<file path="config.mk">
export PLATFORM = sky130hd
export DESIGN_NAME = exec_core
export DESIGN_NICKNAME = d
export VERILOG_FILES = /design/src/exec_pkg.sv /design/src/exec_alu.sv /design/src/exec_core.sv
export SDC_FILE = /design/constraint.sdc
export NUM_CORES = 1
export LEC_CHECK = 0
export BUFFER_PORTS_ARGS = -buffer_cell sky130_fd_sc_hd__buf_2
export CAP_MARGIN = 25
export CORE_ASPECT_RATIO = 0.9
export CORE_UTILIZATION = 64
export CTS_CLUSTER_SIZE = 25
export DETAILED_ROUTE_END_ITERATION = 7
export GPL_ROUTABILITY_DRIVEN = 0
export PLACE_DENSITY = 0.87
export SYNTH_ARGS = -nofsm -noshare
export SYNTH_HDL_FRONTEND = slang
export SYNTH_SLANG_ARGS = --single-unit
</file>
<file path="constraint.sdc">
create_clock -name mclk_i -period 8.25 [get_ports mclk_i]
set_input_delay 0.825 -clock mclk_i [delete_from_list [all_inputs] [get_ports mclk_i]]
set_output_delay 0.825 -clock mclk_i [all_outputs]
set_load 0.02 [all_outputs]
</file>
<file path="src/exec_pkg.sv">
// Package for the emulated-operation execution block
package exec_pkg;

	// ----------------------------------------
	// Status word bit positions
	// ----------------------------------------
	localparam int CARRY_BIT = 0;
	localparam int ZERO_BIT = 1;
	localparam int NEG_BIT = 2;
	localparam int GIE_BIT = 3;
	localparam int CORE_HALT_BIT = 4;
	localparam int OSC_OFF_BIT = 5;
	localparam int OVF_BIT = 8;

	// ----------------------------------------
	// Constants
	// ----------------------------------------
	localparam logic [15:0] IRQ_DIS_MASK = 16'hFFF7;
	localparam logic [15:0] IRQ_EN_MASK = 16'h0008;
	localparam logic [15:0] WORD_ONES = 16'hFFFF;
	localparam logic [15:0] BYTE_ONES = 16'h00FF;
	localparam logic [15:0] STATUS_RST = 16'h0000;
	localparam logic [15:0] PC_RST = 16'h0000;
	localparam logic [15:0] PC_STEP = 16'h0002;

	// ----------------------------------------
	// Register map (APB byte addresses)
	// ----------------------------------------
	localparam logic [7:0] CMD_OFS = 8'h00;
	localparam logic [7:0] OPERAND_OFS = 8'h04;
	localparam logic [7:0] RESULT_OFS = 8'h08;
	localparam logic [7:0] STATUS_OFS = 8'h0C;
	localparam logic [7:0] PC_OFS = 8'h10;
	localparam logic [7:0] IRQ_OFS = 8'h14;

	// Command register fields
	localparam int CMD_OP_LSB = 0;
	localparam int CMD_BYTE_BIT = 4;
	localparam int CMD_OFF_LSB = 16;

	typedef enum logic [3:0] {
		OP_NONE = 4'h0,
		OP_SUB2 = 4'h1,
		OP_ADD1 = 4'h2,
		OP_ADD2 = 4'h3,
		OP_INV = 4'h4,
		OP_IRQ_DIS = 4'h5,
		OP_IRQ_EN = 4'h6,
		OP_BR_C = 4'h7,
		OP_BR_Z = 4'h8
	} op_e;

	typedef struct packed {
		logic neg;
		logic zero;
		logic carry;
		logic ovf;
	} flags_s;

	typedef struct packed {
		logic [15:0] value;
		flags_s flags;
	} alu_res_s;

endpackage

</file>
<file path="src/exec_alu.sv">
// Arithmetic unit for the emulated increment, decrement and invert operations
`timescale 1ns/1ns
module exec_alu (
	// Operation
	input wire logic [3:0] op_i,
	input wire logic byte_i,
	input wire logic [15:0] dst_i,
	// Result
	output exec_pkg::alu_res_s res_o
);

	// ----------------------------------------
	// Width helpers
	// ----------------------------------------
	function automatic logic [15:0] trim(input logic [15:0] v, input logic b);
		trim = b ? (v & exec_pkg::BYTE_ONES) : v;
	endfunction

	function automatic logic sign_of(input logic [15:0] v, input logic b);
		sign_of = b ? v[7] : v[15];
	endfunction

	logic [15:0] src;
	logic [15:0] sum;
	logic [16:0] ext;
	logic [16:0] addend;
	logic carry_out;

	always_comb begin
		src = trim(dst_i, byte_i);
		addend = 17'h00000;
		ext = 17'h00000;
		sum = 16'h0000;
		carry_out = 1'b0;
		res_o = '0;
		unique case (exec_pkg::op_e'(op_i))
			exec_pkg::OP_ADD1, exec_pkg::OP_ADD2: begin
				addend = (exec_pkg::op_e'(op_i) == exec_pkg::OP_ADD1) ? 17'h00001 : 17'h00002;
				ext = {1'b0, src} + addend;
				sum = trim(ext[15:0], byte_i);
				carry_out = byte_i ? ext[8] : ext[16];
				res_o.value = sum;
				res_o.flags.zero = (sum == 16'h0000);
				res_o.flags.carry = carry_out;
				res_o.flags.neg = sign_of(sum, byte_i);
				// Positive source turning negative: overflow
				res_o.flags.ovf = !sign_of(src, byte_i) && sign_of(sum, byte_i);
			end
			exec_pkg::OP_SUB2: begin
				ext = {1'b0, src} + {1'b0, trim(16'hFFFE, byte_i)};
				sum = trim(ext[15:0], byte_i);
				res_o.value = sum;
				res_o.flags.neg = sign_of(sum, byte_i);
				res_o.flags.zero = (src == 16'h0002);
				res_o.flags.carry = (src > 16'h0001);
				res_o.flags.ovf = sign_of(src, byte_i) && !sign_of(sum, byte_i);
			end
			exec_pkg::OP_INV: begin
				sum = src ^ (byte_i ? exec_pkg::BYTE_ONES : exec_pkg::WORD_ONES);
				res_o.value = sum;
				res_o.flags.zero = (sum == 16'h0000);
				res_o.flags.carry = (sum != 16'h0000);
				res_o.flags.ovf = sign_of(src, byte_i);
				res_o.flags.neg = sign_of(sum, byte_i);
			end
			default: begin
				res_o.value = src;
			end
		endcase
	end

endmodule // exec_alu

</file>
<file path="src/exec_core.sv">
// Execution block for emulated arithmetic, interrupt-enable and conditional jump operations
//
// Contract
// - Subtract two, flag negative from result sign
// - Zero when operand was two; carry unless 0/1
// - Overflow on 8001h/8000h or 81h/80h
// - Disable clears enable bit, others untouched
// - Enable sets enable bit, others untouched
// - One instruction runs before pending interrupt
// - Add one; zero and carry on all-ones
// - Add one overflow on largest positive value
// - Add two; zero on FFFEh, carry FFFEh/FFFFh
// - Add two overflow on 7FFEh/7FFFh, 7Eh/7Fh
// - Invert: carry is not-zero, overflow from sign
// - Carry jump adds twice signed offset
// - Zero jump adds twice signed offset
// - Jumps leave arithmetic flags unchanged
// - Arithmetic ops keep mode and enable bits
`timescale 1ns/1ns
module exec_core (
	// Clock and reset
	input wire logic mclk_i,
	input wire logic rst_i,
	// APB slave
	input wire logic psel_i,
	input wire logic penable_i,
	input wire logic pwrite_i,
	input wire logic [7:0] paddr_i,
	input wire logic [31:0] pwdata_i,
	output logic [31:0] prdata_o,
	output logic pready_o,
	output logic pslverr_o,
	// Interrupt request from the system
	input wire logic irq_req_i,
	output logic irq_take_o
);

	// ----------------------------------------
	// Bus decode
	// ----------------------------------------
	logic wr_en;
	logic addr_ok;

	assign addr_ok = (paddr_i == exec_pkg::CMD_OFS) || (paddr_i == exec_pkg::OPERAND_OFS) ||
		(paddr_i == exec_pkg::RESULT_OFS) || (paddr_i == exec_pkg::STATUS_OFS) ||
		(paddr_i == exec_pkg::PC_OFS) || (paddr_i == exec_pkg::IRQ_OFS);
	assign wr_en = psel_i && penable_i && pwrite_i && addr_ok;
	assign pready_o = 1'b1;
	assign pslverr_o = psel_i && penable_i && !addr_ok;

	// ----------------------------------------
	// State
	// ----------------------------------------
	logic [15:0] operand_r;
	logic [15:0] result_r;
	logic [15:0] status_word_r;
	logic [15:0] pc_r;
	logic shield_r;
	logic irq_take_r;

	logic cmd_go;
	logic [3:0] op;
	logic byte_sel;
	logic [9:0] offset;
	exec_pkg::alu_res_s alu_res;

	assign cmd_go = wr_en && (paddr_i == exec_pkg::CMD_OFS);
	assign op = pwdata_i[exec_pkg::CMD_OP_LSB +: 4];
	assign byte_sel = pwdata_i[exec_pkg::CMD_BYTE_BIT];
	assign offset = pwdata_i[exec_pkg::CMD_OFF_LSB +: 10];

	exec_alu i_exec_alu (
		.op_i(op),
		.byte_i(byte_sel),
		.dst_i(operand_r),
		.res_o(alu_res)
	);

	function automatic logic is_arith(input logic [3:0] o);
		is_arith = (o == exec_pkg::OP_SUB2) || (o == exec_pkg::OP_ADD1) ||
			(o == exec_pkg::OP_ADD2) || (o == exec_pkg::OP_INV);
	endfunction

	function automatic logic [15:0] branch_target(input logic [15:0] pc, input logic [9:0] ofs);
		branch_target = pc + exec_pkg::PC_STEP + {{5{ofs[9]}}, ofs, 1'b0};
	endfunction

	// ----------------------------------------
	// Operand and result
	// ----------------------------------------
	always_ff @(posedge mclk_i) begin
		if (rst_i) begin
			operand_r <= 16'h0000;
		end else if (wr_en && paddr_i == exec_pkg::OPERAND_OFS) begin
			operand_r <= pwdata_i[15:0];
		end else if (cmd_go && is_arith(op)) begin
			operand_r <= alu_res.value;
		end
	end

	always_ff @(posedge mclk_i) begin
		if (rst_i) begin
			result_r <= 16'h0000;
		end else if (cmd_go && is_arith(op)) begin
			result_r <= alu_res.value;
		end
	end

	// ----------------------------------------
	// Status word
	// ----------------------------------------
	always_ff @(posedge mclk_i) begin
		if (rst_i) begin
			status_word_r <= exec_pkg::STATUS_RST;
		end else if (wr_en && paddr_i == exec_pkg::STATUS_OFS) begin
			status_word_r <= pwdata_i[15:0];
		end else if (cmd_go) begin
			unique case (exec_pkg::op_e'(op))
				exec_pkg::OP_SUB2, exec_pkg::OP_ADD1, exec_pkg::OP_ADD2, exec_pkg::OP_INV: begin
					// Only arithmetic flags move; mode bits kept
					status_word_r[exec_pkg::NEG_BIT] <= alu_res.flags.neg;
					status_word_r[exec_pkg::ZERO_BIT] <= alu_res.flags.zero;
					status_word_r[exec_pkg::CARRY_BIT] <= alu_res.flags.carry;
					status_word_r[exec_pkg::OVF_BIT] <= alu_res.flags.ovf;
				end
				exec_pkg::OP_IRQ_DIS: status_word_r <= status_word_r & exec_pkg::IRQ_DIS_MASK;
				exec_pkg::OP_IRQ_EN: status_word_r <= status_word_r | exec_pkg::IRQ_EN_MASK;
				default: status_word_r <= status_word_r;
			endcase
		end
	end

	// ----------------------------------------
	// Program counter
	// ----------------------------------------
	always_ff @(posedge mclk_i) begin
		if (rst_i) begin
			pc_r <= exec_pkg::PC_RST;
		end else if (wr_en && paddr_i == exec_pkg::PC_OFS) begin
			pc_r <= pwdata_i[15:0];
		end else if (cmd_go && op != exec_pkg::OP_NONE) begin
			if (op == exec_pkg::OP_BR_C && status_word_r[exec_pkg::CARRY_BIT]) begin
				pc_r <= branch_target(pc_r, offset);
			end else if (op == exec_pkg::OP_BR_Z && status_word_r[exec_pkg::ZERO_BIT]) begin
				pc_r <= branch_target(pc_r, offset);
			end else begin
				pc_r <= pc_r + exec_pkg::PC_STEP;
			end
		end
	end

	// ----------------------------------------
	// Interrupt acceptance
	// ----------------------------------------
	// Shield set by enable, cleared when the next instruction runs
	always_ff @(posedge mclk_i) begin
		if (rst_i) begin
			shield_r <= 1'b0;
		end else if (cmd_go && op != exec_pkg::OP_NONE) begin
			shield_r <= (op == exec_pkg::OP_IRQ_EN);
		end
	end

	always_ff @(posedge mclk_i) begin
		if (rst_i) begin
			irq_take_r <= 1'b0;
		end else begin
			irq_take_r <= irq_req_i && status_word_r[exec_pkg::GIE_BIT] && !shield_r &&
				!(cmd_go && op == exec_pkg::OP_IRQ_EN);
		end
	end
	assign irq_take_o = irq_take_r;

	// ----------------------------------------
	// Read data
	// ----------------------------------------
	always_ff @(posedge mclk_i) begin
		if (rst_i) begin
			prdata_o <= 32'h00000000;
		end else if (psel_i && !penable_i && !pwrite_i) begin
			unique case (paddr_i)
				exec_pkg::OPERAND_OFS: prdata_o <= {16'h0000, operand_r};
				exec_pkg::RESULT_OFS: prdata_o <= {16'h0000, result_r};
				exec_pkg::STATUS_OFS: prdata_o <= {16'h0000, status_word_r};
				exec_pkg::PC_OFS: prdata_o <= {16'h0000, pc_r};
				exec_pkg::IRQ_OFS: prdata_o <= {30'h00000000, irq_take_r, shield_r};
				default: prdata_o <= 32'h00000000;
			endcase
		end
	end
endmodule // exec_core

</file>
==> impl_metrics.csv <==
group,metric,value,unit
power,power,814.3,uW
clock_tree,clock_latency,0.38,ns
floorplan,initial_core_util,0.6730,
critical_path,critPathMaxStageDelay,0.61,ns
yosys,synth_most_common_cell,"nand2_1",
power,irDropWorstVdd,123.0,uV
clock_tree,clock_sink_count,82,
floorplan,die-area,0.01017,mm^2
floorplan,die_w,106.2,um
global_route,overflow,0,
clock_tree,clk_pin_slew,0.09,ns
timing,finalSetupViolCount,0,
route,first_pass_iters,7,
status,status,"completed",
route,wl_per_cell,20.94,um
yosys,async_flop_share,0,
global_route,grt_pass1_vias,6503,
timing,tightest_slew,1.131,ns
timing,hold_ws,0.4556,ns
power,power_density,122.6,mW/mm^2
critical_path,cp_slowest_cell,"nor4_1",
critical_path,cp_common_cell,"inv_1",
final_layout,synthToLayoutAreaGrowth,6.264,%
yosys,synth_cell_types,71,
final_layout,n_fill_cell,747,
route,drt_iter0_drc,1137,
timing,rsz0062_at_grt,"no",
worst_hold_path,hp-class,"reg2reg",
route,drc,0,
power,power_leakage,0.002600,uW
yosys,yosysWarningCount,0,
timing,final-hold-violation-count,0,
placed_design,dp_cells,955,
timing,max_freq,250.0,MHz
final_layout,drive_gt1_frac,0.1378,
global_route,grt_max_degree,79,
yosys,synth-seq-cells,82,
clock_tree,numCtsBuffers,9,
critical_path,crit_path_end_kind,"flip-flop",
final_layout,diodes,0,
yosys,synth.top_cell.area_share,0.2626,
yosys,yosysTopAreaCell,"dfxtp_1",
route,ant_nets,0,
yosys,ys_seq_area_frac,0.2626,
yosys,synth-edff-count,0,
yosys,synth_common_cells,"102 x nand2_1, 82 x dfxtp_1, 66 x a21oi_1, 66 x nor2_1, 51 x clkbuf_1",
final_layout,fin_area,0.006644,mm^2
yosys,synth_ff_type,"dfxtp_1",
floorplan,coreArea,0.009290,mm^2
clock_tree,cts-htree-levels,3,
placed_design,place_hpwl,14.52,mm
clock_tree,clockBufferDepth,2,
route,vias_per_cell,7.277,
yosys,syn_inst,833,
timing,fin_crit,4.000,ns
timing,relSlewSlack,0.2418,
clock_tree,post_cts.repair.setup_buffers,0,
route,routed_wl,20.34,mm
final_layout,final_cells,971,
timing,finalSetupTns,0,ns
global_route,gr-usage-all-layers,0.4054,
clock_tree,cts_tree,"yes",
critical_path,crit_required,8.48,ns
timing,post-route-period-util,0.4849,
job,maxCapViolCount,0,
clock_tree,post_cts_resized,0,
global_route,antenna_found_initial,2,
placed_design,portBuffers,57,
yosys,syn-mean-instance-area,7.506,um^2
timing,maxSlewViolCount,0,
floorplan,rows,33,
clock_tree,cts.root.buffer_cell,"clkbuf_8",
placed_design,placed_area,0.006417,mm^2
timing,finalClockSkew,0.01435,ns
floorplan,io_pins,81,
final_layout,finalNetCount,910,
yosys,syn_area,0.006252,mm^2
route,num_vias,7066,
critical_path,cp_max_fo,16,
critical_path,worstPathCellList,"buf_2 > inv_1 > nor3_1 > buf_4 > nand2_1 > inv_1 > ha_1 > inv_1 > fa_1 > nand3b_1 > nor4_1 > nor2_1 > o31a_1 > o21ai_1 > a21oi_1",
floorplan,dieHeight,95.77,um
critical_path,worst_setup_path_start_kind,"primary input",
critical_path,cp.arrival,4.23,ns
global_route,grt_pass1_wl,32.34,mm
clock_tree,hold_buffers,0,
yosys,synthTopCellsByArea,"dfxtp_1 26%, nand2_1 6.1%, a21oi_1 5.3%",
critical_path,critPathKind,"in2reg",
## critical path: cells and delay by family
family                   cells  cell delay [ns]
buffers and inverters        5             0.82
adder cells (fa/ha/maj)      2             0.64
AO/OA/AOI/OAI                3             0.52
AND/OR/NAND/NOR              5             1.40
## stage by stage
step                  util  worst slack [ns]
floorplan                -             4.267
global placement    0.6900             4.164
detailed placement  0.6908             4.053
CTS                 0.7152             4.450
global route        0.7152             4.027
finish              0.7152             4.250
## metal layers
layer	wire length [um]	part of all wire	global-route usage
met3	2849	0.14	0.1110
met5	8	0.00039	0
met1	7680	0.38	0.5136
met2	8912	0.44	0.6429
met4	885	0.044	0.1944
## worst paths after layout
check	start	end	slack, ns	depth (start not counted)
max	pwdata_i[1]	result_r[14]$_SDFFE_PP0P_	4.25	15
min	status_word_r[7]$_SDFFE_PP0P_	status_word_r[7]$_SDFFE_PP0P_	0.46	2
max reg2reg	pc_r[3]$_SDFFE_PP0P_	pc_r[15]$_SDFFE_PP0P_	4.70	10
min reg2reg	status_word_r[7]$_SDFFE_PP0P_	status_word_r[7]$_SDFFE_PP0P_	0.46	2
## flip-flops by register name (all words and copies together), names as in the netlist
register / count
irq_take_o: 1
operand_r: 16
pc_r: 16
prdata_o: 16
result_r: 16
shield_r: 1
status_word_r: 16
## cells in the final DEF (no fill, tap or decap), types with 6 or more instances in the layout
master / count
mux2i_1: 8
nand2_1: 102
buf_4: 8
conb_1: 17
ha_1: 18
a222oi_1: 14
a21o_1: 15
a21oi_1: 66
a31oi_1: 16
or2_2: 8
or3_1: 10
o211ai_1: 7
o21ai_0: 32
dfxtp_1: 82
nand3b_1: 6
and2_1: 13
nor3_1: 21
o22ai_1: 7
clkbuf_8: 10
a211oi_1: 8
nor4_1: 13
nand4_1: 13
nand3_1: 27
or4_1: 7
and3_1: 24
inv_1: 16
nor2_1: 66
xnor2_1: 15
xor2_1: 8
a2bb2oi_1: 15
mux2_2: 18
buf_2: 57
a22oi_1: 17
## area by class of cell
| cell class | count | area, um^2 | share of cell area |
|---|---|---|---|
| Multi-Input combinational cell | 670 | 4218 | 0.6348 |
| Sequential cell | 82 | 1642 | 0.2471 |
| Timing Repair Buffer | 65 | 345.3 | 0.05198 |
| Tap cell | 122 | 152.6 | 0.02298 |
| Clock buffer | 11 | 141.4 | 0.02128 |
| Clock inverter | 5 | 85.08 | 0.01281 |
| Inverter | 16 | 60.06 | 0.009040 |
## power by group
group	internal (uW)	total [uW]	switching (uW)
clock	181	338	157
combinational	23.8	80.5	56.7
sequential	395	396	0.195
total	600	814	214
## kinds of logic (layout without fill, tap and decap cells)
family | count (synthesis) | count (layout) | synth area share
other cells | 2 | 17 | 0.001201
buf+inv | 96 | 97 | 0.07184
mux | 26 | 26 | 0.04523
fa+ha+maj | 20 | 20 | 0.04243
compound gates | 254 | 254 | 0.2810
flops | 82 | 82 | 0.2626
xor+xnor | 23 | 23 | 0.03222
simple gates | 330 | 330 | 0.2636
Note: power is estimated with default switching activity, not from simulation.
